File: src/dio_pkg.sv
// Package of register map, field layout and constants for the 24-bit digital I/O block
package dio_pkg;

   // ==========================================================
   // Register byte offsets (one aligned 32-bit word each)
   localparam logic [7:0] off_p1_data = 8'h00;  // Port 1 logical data
   localparam logic [7:0] off_p2_data = 8'h04;  // Port 2 logical data
   localparam logic [7:0] off_p3_data = 8'h08;  // Port 3 logical data
   localparam logic [7:0] off_p1_sck  = 8'h0c;  // Port 1 set/clear/keep write
   localparam logic [7:0] off_p2_sck  = 8'h10;  // Port 2 set/clear/keep write
   localparam logic [7:0] off_p3_sck  = 8'h14;  // Port 3 set/clear/keep write
   localparam logic [7:0] off_pol     = 8'h18;  // Polarity, 24 bits
   localparam logic [7:0] off_ctrl    = 8'h1c;  // Direction and alternate functions
   localparam logic [7:0] off_cnt     = 8'h20;  // Counter value
   localparam logic [7:0] off_pwma_per = 8'h24; // PWM A period
   localparam logic [7:0] off_pwma_dut = 8'h28; // PWM A duty
   localparam logic [7:0] off_pwmb_per = 8'h2c; // PWM B period
   localparam logic [7:0] off_pwmb_dut = 8'h30; // PWM B duty

   // ==========================================================
   // Control register field positions
   localparam int ctrl_p1_out  = 0;  // Port 1 drives when set
   localparam int ctrl_p2_out  = 1;  // Port 2 drives when set
   localparam int ctrl_cnt_en  = 2;  // Port 2 bits 3/4 to the counter
   localparam int ctrl_cnt_gate = 3; // Gated mode when set, event mode when clear
   localparam int ctrl_pwm_en  = 4;  // Port 3 bits 0/1 to the PWMs
   localparam int ctrl_cnt_clr = 5;  // Write-one clears the counter
   localparam int ctrl_width   = 5;  // Stored control bits

   // ==========================================================
   // Bit positions and widths
   localparam int p2_cnt_clk_bit = 3; // Counter clock input
   localparam int p2_cnt_in_bit  = 4; // Counter (gate or event) input
   localparam int p3_pwm_b_bit   = 0; // PWM output B
   localparam int p3_pwm_a_bit   = 1; // PWM output A
   localparam int sck_clr_lsb    = 8; // Must-off mask in bits 15:8
   localparam int pwm_width      = 16;
   localparam int cnt_width      = 32;

   // ==========================================================
   // Reset values
   localparam logic [7:0]  port_rst = 8'h00;  // Inactive logical level
   localparam logic [23:0] pol_rst  = 24'h000000; // All active-high
   localparam logic [7:0]  p2_in_only = 8'h18; // Bits 3 and 4 never drive

   // AXI responses
   localparam logic [1:0] resp_okay   = 2'b00;
   localparam logic [1:0] resp_slverr = 2'b10;

   // Counter modes
   typedef enum logic {cnt_event, cnt_gated} cnt_mode_t;

endpackage : dio_pkg

File: src/dio_pwm.sv
// One PWM generator with programmable period and duty
`timescale 1ns/1ps
module dio_pwm
   import dio_pkg::*;
(
   // Clock and reset
   input  wire logic                 aclk,
   input  wire logic                 aresetn,
   // Settings
   input  wire logic                 enable,
   input  wire logic [pwm_width-1:0] period,
   input  wire logic [pwm_width-1:0] duty,
   // Waveform, logical level
   output logic                      wave
);

   logic [pwm_width-1:0] count_q;  // Position in the period

   // ==========================================================
   // Period counter; wraps at period, so period+1 cycles per cycle
   always_ff @(posedge aclk)
   begin
      if (!aresetn || !enable || count_q >= period)
         count_q <= '0;
      else
         count_q <= count_q + 1'b1;
   end

   // Active while the count is below duty; duty above period gives steady high
   always_ff @(posedge aclk)
   begin
      if (!aresetn || !enable)
         wave <= 1'b0;
      else
         wave <= (count_q < duty);
   end
endmodule : dio_pwm

File: src/dio_counter.sv
// Event or gated counter fed by two logical inputs
`timescale 1ns/1ps
module dio_counter
   import dio_pkg::*;
(
   // Clock and reset
   input  wire logic                 aclk,
   input  wire logic                 aresetn,
   // Control
   input  wire logic                 enable,
   input  wire cnt_mode_t            mode,
   input  wire logic                 clear,
   // Logical inputs (polarity already applied)
   input  wire logic                 cnt_clk,
   input  wire logic                 cnt_in,
   // Count
   output logic [cnt_width-1:0]      count
);

   logic clk_prev_q;  // Last counter clock level
   logic in_prev_q;   // Last counter input level
   logic tick;        // Qualifying event this cycle

   // ==========================================================
   // Edge memory
   always_ff @(posedge aclk)
   begin
      if (!aresetn)
      begin
         clk_prev_q <= 1'b0;
         in_prev_q  <= 1'b0;
      end
      else
      begin
         clk_prev_q <= cnt_clk;
         in_prev_q  <= cnt_in;
      end
   end

   // Event mode counts rising edges of the input; gated counts clock edges while gate active
   always_comb
   begin
      if (mode == cnt_event)
         tick = cnt_in && !in_prev_q;
      else
         tick = cnt_clk && !clk_prev_q && cnt_in;
   end

   // Clear wins over an arriving count so software sees a clean zero
   always_ff @(posedge aclk)
   begin
      if (!aresetn || clear)
         count <= '0;
      else if (enable && tick)
         count <= count + 1'b1;
   end
endmodule : dio_counter

File: src/dio_port24.sv
// Top level: three 8-bit ports with polarity, set/clear/keep writes, counter and PWMs over AXI4-Lite
//
// Behaviour
// - Port 1 direction chosen for whole byte
// - Port 2 bits 3 and 4 input only
// - Port 3 is output only
// - Every bit has its own polarity
// - Input read returns polarity-corrected pin values
// - Writes to input ports change nothing
// - Output write sets logical levels, pins follow polarity
// - Output read returns last written levels
// - Set/clear/keep and whole-port writes accepted
// - Port 2 bits 3/4 feed counter
// - Port 3 bit 1 PWM A, bit 0 B
// - Alternate-function bits leave general-purpose use
// - Two PWMs, independent period and duty
// - Event mode counts rising input edges
// - Gated mode counts clock while gate active
// - Polarity applies to alternate functions too
`timescale 1ns/1ps
module dio_port24
   import dio_pkg::*;
(
   // Clock and reset
   input  wire logic        aclk,
   input  wire logic        aresetn,
   // AXI4-Lite write address
   input  wire logic [7:0]  s_axi_awaddr,
   input  wire logic        s_axi_awvalid,
   output logic             s_axi_awready,
   // AXI4-Lite write data
   input  wire logic [31:0] s_axi_wdata,
   input  wire logic [3:0]  s_axi_wstrb,
   input  wire logic        s_axi_wvalid,
   output logic             s_axi_wready,
   // AXI4-Lite write response
   output logic [1:0]       s_axi_bresp,
   output logic             s_axi_bvalid,
   input  wire logic        s_axi_bready,
   // AXI4-Lite read address
   input  wire logic [7:0]  s_axi_araddr,
   input  wire logic        s_axi_arvalid,
   output logic             s_axi_arready,
   // AXI4-Lite read data
   output logic [31:0]      s_axi_rdata,
   output logic [1:0]       s_axi_rresp,
   output logic             s_axi_rvalid,
   input  wire logic        s_axi_rready,
   // Port 1 pins
   input  wire logic [7:0]  p1_in,
   output logic [7:0]       p1_out,
   output logic [7:0]       p1_oe,
   // Port 2 pins
   input  wire logic [7:0]  p2_in,
   output logic [7:0]       p2_out,
   output logic [7:0]       p2_oe,
   // Port 3 pins, output only
   output logic [7:0]       p3_out
);

   // ==========================================================
   // Storage
   logic [7:0]           p1_q, p2_q, p3_q;   // Logical output levels
   logic [23:0]          pol_q;              // 1 = active-low
   logic [ctrl_width-1:0] ctrl_q;            // Direction and alternates
   logic [pwm_width-1:0] pwma_per_q, pwma_dut_q, pwmb_per_q, pwmb_dut_q;
   logic [7:0]           aw_addr_q;          // Captured write address
   logic                 aw_have_q;          // Address held
   logic [31:0]          w_data_q;           // Captured write data
   logic [3:0]           w_strb_q;           // Captured strobes
   logic                 w_have_q;           // Data held
   logic                 cnt_clr_q;          // One-cycle counter clear
   logic [7:0]           p1_log_q, p2_log_q; // Logical input samples

   // Derived
   logic                 wr_fire;            // Both halves present, response free
   logic [7:0]           p2_gp_in;           // Port 2 inputs left for general use
   logic                 pwm_a, pwm_b;       // Logical PWM levels
   logic [cnt_width-1:0] cnt_val;            // Counter value
   logic                 p1_is_out, p2_is_out;

   assign p1_is_out = ctrl_q[ctrl_p1_out];
   assign p2_is_out = ctrl_q[ctrl_p2_out];
   assign wr_fire   = aw_have_q && w_have_q && !s_axi_bvalid;
   // Counter-owned bits read as zero whatever the port direction
   assign p2_gp_in  = p2_log_q & ~(ctrl_q[ctrl_cnt_en] ? p2_in_only : 8'h00);

   // Set/clear/keep merge: must-on wins over must-off when both are named
   function automatic logic [7:0] sck_merge(input logic [7:0] cur, input logic [31:0] d);
      sck_merge = (cur & ~d[sck_clr_lsb +: 8]) | d[7:0];
   endfunction : sck_merge

   // Byte-lane merge for 32-bit configuration words
   function automatic logic [31:0] lane_merge(input logic [31:0] cur, input logic [31:0] d,
                                              input logic [3:0] s);
      for (int i = 0; i < 4; i++)
         lane_merge[i*8 +: 8] = s[i] ? d[i*8 +: 8] : cur[i*8 +: 8];
   endfunction : lane_merge

   // ==========================================================
   // Write channel capture; address and data accepted in any order
   always_ff @(posedge aclk)
   begin
      if (!aresetn)
      begin
         aw_have_q <= 1'b0;
         w_have_q  <= 1'b0;
         aw_addr_q <= 8'h00;
         w_data_q  <= 32'h00000000;
         w_strb_q  <= 4'h0;
      end
      else
      begin
         if (s_axi_awvalid && s_axi_awready)
         begin
            aw_have_q <= 1'b1;
            aw_addr_q <= s_axi_awaddr;
         end
         else if (wr_fire)
            aw_have_q <= 1'b0;
         if (s_axi_wvalid && s_axi_wready)
         begin
            w_have_q <= 1'b1;
            w_data_q <= s_axi_wdata;
            w_strb_q <= s_axi_wstrb;
         end
         else if (wr_fire)
            w_have_q <= 1'b0;
      end
   end

   // Ready pulses for one cycle when the slot is empty
   always_ff @(posedge aclk)
   begin
      if (!aresetn)
      begin
         s_axi_awready <= 1'b0;
         s_axi_wready  <= 1'b0;
      end
      else
      begin
         s_axi_awready <= !aw_have_q && !s_axi_awready && s_axi_awvalid;
         s_axi_wready  <= !w_have_q && !s_axi_wready && s_axi_wvalid;
      end
   end

   // Write response; unmapped offsets answer SLVERR
   always_ff @(posedge aclk)
   begin
      if (!aresetn)
      begin
         s_axi_bvalid <= 1'b0;
         s_axi_bresp  <= resp_okay;
      end
      else if (wr_fire)
      begin
         s_axi_bvalid <= 1'b1;
         s_axi_bresp  <= (aw_addr_q[1:0] == 2'b00 && aw_addr_q <= off_pwmb_dut) ? resp_okay : resp_slverr;
      end
      else if (s_axi_bready)
         s_axi_bvalid <= 1'b0;
   end

   // ==========================================================
   // Port output levels; writes to a port set as input are dropped
   always_ff @(posedge aclk)
   begin
      if (!aresetn)
      begin
         p1_q <= port_rst;
         p2_q <= port_rst;
         p3_q <= port_rst;
      end
      else if (wr_fire && w_strb_q[0])
      begin
         case (aw_addr_q)
            off_p1_data: if (p1_is_out) p1_q <= w_data_q[7:0];
            off_p2_data: if (p2_is_out) p2_q <= w_data_q[7:0] & ~p2_in_only;
            off_p3_data: p3_q <= w_data_q[7:0];
            off_p1_sck:  if (p1_is_out) p1_q <= sck_merge(p1_q, w_data_q);
            off_p2_sck:  if (p2_is_out) p2_q <= sck_merge(p2_q, w_data_q) & ~p2_in_only;
            off_p3_sck:  p3_q <= sck_merge(p3_q, w_data_q);
            default:     p1_q <= p1_q;
         endcase
      end
   end

   // Configuration registers
   always_ff @(posedge aclk)
   begin
      if (!aresetn)
      begin
         pol_q      <= pol_rst;
         ctrl_q     <= '0;
         pwma_per_q <= '0;
         pwma_dut_q <= '0;
         pwmb_per_q <= '0;
         pwmb_dut_q <= '0;
      end
      else if (wr_fire)
      begin
         case (aw_addr_q)
            // Size casts trim the merged word; a select on a call result is not legal
            off_pol:      pol_q <= 24'(lane_merge({8'h00, pol_q}, w_data_q, w_strb_q));
            off_ctrl:     if (w_strb_q[0]) ctrl_q <= w_data_q[ctrl_width-1:0];
            off_pwma_per: pwma_per_q <= pwm_width'(lane_merge({16'h0000, pwma_per_q}, w_data_q, w_strb_q));
            off_pwma_dut: pwma_dut_q <= pwm_width'(lane_merge({16'h0000, pwma_dut_q}, w_data_q, w_strb_q));
            off_pwmb_per: pwmb_per_q <= pwm_width'(lane_merge({16'h0000, pwmb_per_q}, w_data_q, w_strb_q));
            off_pwmb_dut: pwmb_dut_q <= pwm_width'(lane_merge({16'h0000, pwmb_dut_q}, w_data_q, w_strb_q));
            default:      pol_q <= pol_q;
         endcase
      end
   end

   // Counter clear strobe, one cycle
   always_ff @(posedge aclk)
   begin
      if (!aresetn)
         cnt_clr_q <= 1'b0;
      else
         cnt_clr_q <= wr_fire && w_strb_q[0] && aw_addr_q == off_ctrl && w_data_q[ctrl_cnt_clr];
   end

   // ==========================================================
   // Input sampling with polarity; pins treated as synchronous
   always_ff @(posedge aclk)
   begin
      if (!aresetn)
      begin
         p1_log_q <= 8'h00;
         p2_log_q <= 8'h00;
      end
      else
      begin
         p1_log_q <= p1_in ^ pol_q[7:0];
         p2_log_q <= p2_in ^ pol_q[15:8];
      end
   end

   // Alternate function engines, fed with logical levels
   dio_counter u_cnt (
      .aclk    (aclk),
      .aresetn (aresetn),
      .enable  (ctrl_q[ctrl_cnt_en]),
      .mode    (ctrl_q[ctrl_cnt_gate] ? cnt_gated : cnt_event),
      .clear   (cnt_clr_q),
      .cnt_clk (p2_log_q[p2_cnt_clk_bit]),
      .cnt_in  (p2_log_q[p2_cnt_in_bit]),
      .count   (cnt_val)
   );

   dio_pwm u_pwm_a (
      .aclk    (aclk),
      .aresetn (aresetn),
      .enable  (ctrl_q[ctrl_pwm_en]),
      .period  (pwma_per_q),
      .duty    (pwma_dut_q),
      .wave    (pwm_a)
   );

   dio_pwm u_pwm_b (
      .aclk    (aclk),
      .aresetn (aresetn),
      .enable  (ctrl_q[ctrl_pwm_en]),
      .period  (pwmb_per_q),
      .duty    (pwmb_dut_q),
      .wave    (pwm_b)
   );

   // ==========================================================
   // Pin drive: polarity applied, port 2 bits 3/4 never driven
   always_ff @(posedge aclk)
   begin
      if (!aresetn)
      begin
         p1_out <= pol_rst[7:0];
         p1_oe  <= 8'h00;
         p2_out <= pol_rst[15:8];
         p2_oe  <= 8'h00;
         p3_out <= pol_rst[23:16];
      end
      else
      begin
         p1_out <= p1_q ^ pol_q[7:0];
         p1_oe  <= {8{p1_is_out}};
         p2_out <= p2_q ^ pol_q[15:8];
         p2_oe  <= {8{p2_is_out}} & ~p2_in_only;
         p3_out <= p3_q ^ pol_q[23:16];
         if (ctrl_q[ctrl_pwm_en])
         begin
            // General output level ignored while the PWMs own the bits
            p3_out[p3_pwm_a_bit] <= pwm_a ^ pol_q[16 + p3_pwm_a_bit];
            p3_out[p3_pwm_b_bit] <= pwm_b ^ pol_q[16 + p3_pwm_b_bit];
         end
      end
   end

   // ==========================================================
   // Read path, one read at a time
   always_ff @(posedge aclk)
   begin
      if (!aresetn)
      begin
         s_axi_arready <= 1'b0;
         s_axi_rvalid  <= 1'b0;
         s_axi_rdata   <= 32'h00000000;
         s_axi_rresp   <= resp_okay;
      end
      else if (s_axi_rvalid)
      begin
         s_axi_arready <= 1'b0;
         if (s_axi_rready)
            s_axi_rvalid <= 1'b0;
      end
      else if (s_axi_arvalid && !s_axi_arready)
         s_axi_arready <= 1'b1;
      else if (s_axi_arready)
      begin
         s_axi_arready <= 1'b0;
         s_axi_rvalid  <= 1'b1;
         s_axi_rresp   <= resp_okay;
         case (s_axi_araddr)
            // Output ports read back written levels, inputs read live logic
            off_p1_data: s_axi_rdata <= {24'h0, p1_is_out ? p1_q : p1_log_q};
            off_p2_data: s_axi_rdata <= {24'h0, p2_is_out ? ((p2_q & ~p2_in_only) | (p2_gp_in & p2_in_only))
                                                      : p2_gp_in};
            off_p3_data: s_axi_rdata <= {24'h0, p3_q};
            off_p1_sck, off_p2_sck, off_p3_sck: s_axi_rdata <= 32'h00000000;
            off_pol:      s_axi_rdata <= {8'h00, pol_q};
            off_ctrl:     s_axi_rdata <= {27'h0, ctrl_q};
            off_cnt:      s_axi_rdata <= cnt_val;
            off_pwma_per: s_axi_rdata <= {16'h0, pwma_per_q};
            off_pwma_dut: s_axi_rdata <= {16'h0, pwma_dut_q};
            off_pwmb_per: s_axi_rdata <= {16'h0, pwmb_per_q};
            off_pwmb_dut: s_axi_rdata <= {16'h0, pwmb_dut_q};
            default:
            begin
               s_axi_rdata <= 32'h00000000;
               s_axi_rresp <= resp_slverr;
            end
         endcase
      end
   end
endmodule : dio_port24

File: config.mk
export PLATFORM = sky130hd
export DESIGN_NAME = dio_port24
export DESIGN_NICKNAME = d
export VERILOG_FILES = /design/src/dio_pkg.sv /design/src/dio_pwm.sv /design/src/dio_counter.sv /design/src/dio_port24.sv
export SDC_FILE = /design/constraint.sdc
export NUM_CORES = 1
export LEC_CHECK = 0
export ABC_CLOCK_PERIOD_IN_PS = 4340
export BUFFER_PORTS_ARGS = -buffer_cell sky130_fd_sc_hd__clkbuf_2
export CORE_ASPECT_RATIO = 2
export CORE_UTILIZATION = 55
export DETAILED_ROUTE_END_ITERATION = 10
export GPL_TIMING_DRIVEN = 0
export PLACE_DENSITY = 0.72
export SYNTH_ARGS = -nofsm -noshare
export SYNTH_HDL_FRONTEND = slang
export SYNTH_SLANG_ARGS = --single-unit
export TNS_END_PERCENT = 10
File: constraint.sdc
create_clock -name aclk -period 4.34 [get_ports aclk]
set_input_delay 0.434 -clock aclk [delete_from_list [all_inputs] [get_ports aclk]]
set_output_delay 0.434 -clock aclk [all_outputs]
set_load 0.005 [all_outputs]
After elaboration in Yosys (flattened, before gate mapping)
Index checks and enable logic that the tools add are counted.
Widths: inputs -> output; s select.
- bits in registers: 308
- bits of input ports: 75
- output and inout bits: 81
- logic and storage cells: 183
- $add $sub $neg: 3
- order comparisons: 5
- eq/ne operators: 27
- muxes and demuxes: 26
- bitwise logic cells: 20
- reductions and logical operators: 58
- operators with widths (kind ; number):
    $pmux 32 s10 ; 1
    $eq 8x6->1 const B ; 9
    $eq 8x5->1 const B ; 8
    $mux 8 ; 6
    $pmux 8 s2 ; 3
    $xor 8x8->8 ; 5
    $reduce_and 3->1 ; 13
    $add 16x1->16 const B ; 2
    $add 32x1->32 const B ; 1
    $and 8x8->8 ; 4
    $eq 8x4->1 const B ; 4
    $ge 16x16->1 ; 2
    $lt 16x16->1 ; 2
    $or 8x8->8 ; 3
    $logic_and 1x1->1 ; 17
    $eq 8x3->1 const B ; 2
    $logic_not 8->1 ; 2
    $reduce_or 13->1 ; 1
    $mux 1 ; 12
    $reduce_bool 2->1 ; 6
    $logic_not 1->1 ; 10
    $le 8x6->1 const B ; 1
    $ne 2x2->1 const B ; 4
    $not 5->8 ; 1
    other kinds (11) ; 20

Longest topological paths before layout
- word-level depth: 6
- depth in mapped cells: 9
- gate-level depth less buffers: 7

Modules after synthesis
From an unflattened synthesis, not the netlist that was laid out.
- cells, all modules: 1666
- area total of the unflattened synthesis: 14531.4 um^2
- by module, submodules not included (module ; instances ; cells an instance ; area each (um^2) ; sequential area each (um^2)):
    dio_port24 ; 1 ; 1095 ; 9844.4 ; 4684.5
    dio_counter ; 1 ; 211 ; 1767.9 ; 680.7
    dio_pwm at u_pwm_a ; 1 ; 181 ; 1462.7 ; 340.3
    dio_pwm at u_pwm_b ; 1 ; 179 ; 1456.4 ; 340.3

Worst setup path after synthesis
No wires, ideal clock.
- kind: input -> register
- start point: in s_axi_araddr[1]
- end point: reg s_axi_rdata[23]
- setup time: 0.078 ns
- arrival: 2.016 ns
- data required time: 4.262 ns
- slack: 2.246 ns
- stages on the path: 6
- buffers on the path: 2
- path through: clkbuf_1 > or4b_2 > nor2_1 > buf_2 > a221oi_1 > nor3_1
- cells in the longest elaborated chain, start to end: 2
- elaborated cells between the ends (all ways): 11
- classes of those cells: eq/ne: 9; mux: 1; reduce/logical: 1
- RTL lines (element ; RTL line ; text):
    from (decl) ; dio_port24.sv:41 ; input wire logic [7:0] s_axi_araddr,
    $eq 8x6->1 (tied with other cells) ; dio_port24.sv:322 ; case (s_axi_araddr)
    $pmux 32 s10 * ; dio_port24.sv:322 ;
    to (signal assigned) ; dio_port24.sv:324 ; off_p1_data: s_axi_rdata <= {24'h0, p1_is_out ? p1_q : p1_log_q};
    to (signal assigned) ; dio_port24.sv:325 ; off_p2_data: s_axi_rdata <= {24'h0, p2_is_out ? ((p2_q & ~p2_in_only) | (p2_gp_in & p2_in_only))
    to (signal assigned) ; dio_port24.sv:327 ; off_p3_data: s_axi_rdata <= {24'h0, p3_q};
    to (decl) ; dio_port24.sv:45 ; output logic [31:0] s_axi_rdata,
Mark *: on every way between the ends. The rest lies on a longest branch, timed or not.
A chain may end at the register's enable or synchronous reset.

Worst setup path in the final report
- start point: reg aw_addr_q[0]
- end point: reg p3_q[1]
- cells in the longest elaborated chain, start to end: 3
- elaborated cells between the ends (all ways): 5
- classes of those cells: eq/ne: 2; mux: 1; reduce/logical: 2
- RTL lines (element ; RTL line ; text):
    from (decl) ; dio_port24.sv:67 ; logic [7:0] aw_addr_q;
    from (signal assigned) ; dio_port24.sv:117 ; aw_addr_q <= s_axi_awaddr;
    $eq 8x5->1 or $eq 8x4->1 (tied branches) ; dio_port24.sv:176 ; case (aw_addr_q)
    $reduce_bool 2->1 (no source line) ; -- ;
    $reduce_and 2->1 (no source line) ; -- ;
    to (signal assigned) ; dio_port24.sv:172 ; p3_q <= port_rst;
    to (signal assigned) ; dio_port24.sv:179 ; off_p3_data: p3_q <= w_data_q[7:0];
    to (signal assigned) ; dio_port24.sv:182 ; off_p3_sck: p3_q <= sck_merge(p3_q, w_data_q);
    to (decl) ; dio_port24.sv:63 ; logic [7:0] p1_q, p2_q, p3_q;
Parallel ways exist; a longest one is shown, timed or not.

==> metrics.md <==
| Metric | Value |
|---|---|
| Final GP Congestion | `1.00` |
| CTS root buffer | `clkbuf_16` |
| Die extent in y | `230 um` |
| First-pass GRT wire length | `72.3 mm` |
| Most numerous cell in the Yosys netlist | `dfxtp_1` |
| Gate Count Post-Synth | `1659` |
| Initial Util | `0.559` |
| # fillers | `2322` |
| Worst reg2reg path startpoint | `aw_addr_q[0]` |
| Insertion delay to the later sink of the worst-skew pair | `0.56 ns` |
| Post-synth EDFFs | `0` |
| Worst-path cell chain | `nor4b_1 > mux2i_1 > nor2_1 > clkbuf_1 > o21ai_0 > a31o_2` |
| Post-CTS setup buffers | `0` |
| Number of global-route vias before repair | `12600` |
| Final hold violation count | `0` |
| Final Critical Period | `2.78 ns` |
| Detailed-route via count | `13000` |
| CP Launch Point | `aw_addr_q[0]` |
| Full die area | `26700 um2` |
| GRT overflow | `0` |
| Peak Freq | `360 MHz` |
| Vias per cell | `5.95` |
| CP Launch Type | `flip-flop` |
| Synth Area in XOR/XNOR | `0.0526` |
| Drt pass-1 iters | `6` |
| Clk_skew | `0.0116 ns` |
| Final ANT Viol Nets | `0` |
| Multi-input logic area | `7530 um2` |
| CP max-delay cell | `nor4b_1` |
| Fin crit share | `0.640` |
| Most frequent cells after synthesis | `dfxtp_1 (302), nand2_1 (197), nor2_1 (185)` |
| Mux cell area share after synthesis | `0.0797` |
| Crit path max-delay family | `simple AND/OR/NAND/NOR gates` |
| Core Rows | `83` |
| CTS tree | `done` |
| Number of clock sinks | `302` |
| Buffer and inverter count on the worst path | `1` |
| Worst slew margin | `0.191` |
| Die W | `116 um` |
| Residual DRC | `0` |
| Post-Synth Adder-Cell Area | `0.0568` |
| Crit path largest cell delay | `1.00 ns` |
| Total wire length | `48.9 mm` |
| Switching part of the total | `0.238` |
| Psw | `1.31 mW` |
| Largest area contributor in the netlist | `dfxtp_1` |
| Worst-case reg-to-reg path depth | `6` |
| Critical Path RT | `4.80 ns` |
| Peak supply drop | `0.295 mV` |
| Fin util | `0.637` |
| Status | `completed` |
| Share of the yosys chip area belonging to registers | `0.422` |
| Synth Area in Compound Gates | `0.123` |
| Distinct cells, synth | `72` |
| Num CTS Buffers | `27` |
| CTS max path bufs | `3` |
| Mean Syn Cell Area | `8.64 um2` |
| Hold WC Path Type | `in -> reg` |
| Clk slew on worst S/H paths | `0.07 ns` |
| RSZ-0062 raised after global routing | `false` |
| Drt wl/cell | `22.3 um` |
| Setup crit end kind | `flip-flop` |
| Crit Path Max Fanout | `10` |
| Critical path arrival | `3.24 ns` |
| R2r setup slk | `1.56 ns` |
| Leakage | `6.57 nW` |
| Hold path cells | `3` |
| HPWL Detailed | `36.9 mm` |
| CTS hold repair buffers | `0` |
| IO buf count | `139` |
| Area occupied by registers | `6050 um2` |
| Antenna violations before repair | `1` |
| P_int | `4.18 mW` |
| Global-route usage over all layers | `0.370` |
| Final setup viols | `0` |
| Largest net degree at the start of global routing | `17` |
| Async set-reset flop share out of synthesis | `0` |
| DR iter-0 viols | `926` |
| Max H-tree Level | `1` |
| Levels on crit path | `6` |
| Synthesis-to-finish area growth | `14.0%` |
| Hold WS | `0.0949 ns` |
| Synth area leaders | `dfxtp_1 (42%), mux2i_1 (6.6%), ha_1 (5.7%)` |
| I/O Pins | `156` |
| Sequential Power Share | `0.513` |
| Simple-gate share of the synthesized area | `0.213` |
| Warning count from the yosys run | `0` |
| Nets | `1970` |
| Critical Path Sink | `p3_q[1]` |
| Antenna diodes | `0` |
| End of the worst register-to-register path | `p3_q[1]` |
| Worst Setup Path Type | `reg -> reg` |
| Total Neg Setup Slack | `0 ns` |
| Power per Cell Area | `336 nW/um2` |
| Flop and latch count out of synthesis | `302` |
| Max-cap violations | `0` |
| Final Max Tran Viols | `0` |
| Area share of the leading cell type in the synthesized netlist | `0.422` |
| Total core area | `25700 um2` |
| Most used DFF post-synth | `dfxtp_1` |
| Combinational share of power | `0.048` |
| Pre-CTS WS | `1.33 ns` |
| Slew at the pin with the worst max-slew slack | `1.21 ns` |
| Clock share of power | `0.439` |
| Synth Cell Area | `14300 um2` |
| Main combinational cell family by area after synthesis | `simple AND/OR/NAND/NOR gates` |
| Post-CTS sizing | `0` |
| Layout cells sized above 1 | `0.131` |
| Final worst slack | `1.56 ns` |
## layout make-up
type                    count  share of cell area
plain buffers             111              0.0298
clock buffers              30              0.0433
clock inverters            19              0.0106
inverters                  73              0.0168
multi-input cells        1176               0.461
flip-flops and latches    302               0.370
well taps                 340              0.0260
repair buffers            139              0.0426
## state kept, by name, indices dropped and copies added, names as in the netlist, 16 cells and up
signal	count
u_cnt.count	32
u_pwm_b.count_q	16
w_data_q	24
pwmb_per_q	16
pwmb_dut_q	16
u_pwm_a.count_q	16
s_axi_rdata	32
pwma_per_q	16
pol_q	24
pwma_dut_q	16
## power by group through the flow
stage | combinational (mW) | clock, mW | sequential (mW)
after floorplan | 0.142 | 0 | 2.87
after global placement | 0.255 | 0 | 2.88
after detailed placement | 0.258 | 0 | 2.88
after CTS | 0.259 | 2.44 | 2.82
after global routing | 0.281 | 2.54 | 2.82
final | 0.264 | 2.41 | 2.82
## layer usage
layer,up-vias,wire length (um),track usage
met3,231,2910,0.0604
met5,-,13,0
li1,6107,-,-
met1,6146,17000,0.380
met2,548,23800,0.627
met4,2,5150,0.339
## worst min-delay path, delay by kind of cell
family | cells | cell delay [ns]
AO/OA/AOI/OAI | 1 | 0.05
buffers and inverters | 1 | 0.08
AND/OR/NAND/NOR | 1 | 0.05
## kinds of logic after synthesis
logic type                 Yosys count
and+or+nand+nor                    641
DFF                                302
AOI/OAI and AO/OA                  274
buffers and inverters              184
muxes                              106
xor gates and xnor gates            86
adders and majority gates           65
other                                1
## through the flow
step	area [um2]	cells	power, mW
3_5_place_dp	15500	2141	3.14
6_report	16300	2190	5.49
5_1_grt	16300	2190	5.64
3_3_place_gp	15500	2141	3.14
4_1_cts	16300	2190	5.52
2_1_floorplan	14300	1662	3.02
## worst min path at each step
stage,from,to,slack (ns)
global route,s_axi_wdata[9],w_data_q[9],0.10
global placement,s_axi_rdata[31],s_axi_rdata[31],0.44
finish,s_axi_wdata[18],w_data_q[18],0.09
CTS,s_axi_wvalid,s_axi_wready,0.08
floorplan,w_strb_q[2],w_strb_q[2],0.43
detailed placement,s_axi_rdata[25],s_axi_rdata[25],0.45
## placed cells by master (no fill, tap or decap), types with 7 or more instances in the layout
cell        Yosys  final
a221oi_1        9      9
nor2_1        185    185
nor4_1         11     11
clkinv_2        0      7
xor2_1         24     24
mux2i_1        95     95
clkbuf_1       83     84
nand4_1        20     20
ha_1           65     65
dfxtp_1       302    302
nor4b_1         7      7
nand3_1        72     72
a31o_2          8      8
a21o_1         13     13
nand2b_1       11     11
or4_1           7      7
and2_1         12     12
a21oi_1       114    114
clkinvlp_4      0      7
and3_1         17     17
a22o_1         15     15
nand2_1       197    197
o31ai_1         7      7
and4_1          7      7
nor3_1         57     57
buf_2           8      8
clkbuf_2        0    139
xnor2_1        62     62
inv_1          73     73
o21ai_0        36     36
a22oi_1        13     13
o211ai_1       10     10
buf_4          16     16
clkbuf_16       0     27
Note: power is estimated with default switching activity, not from simulation.
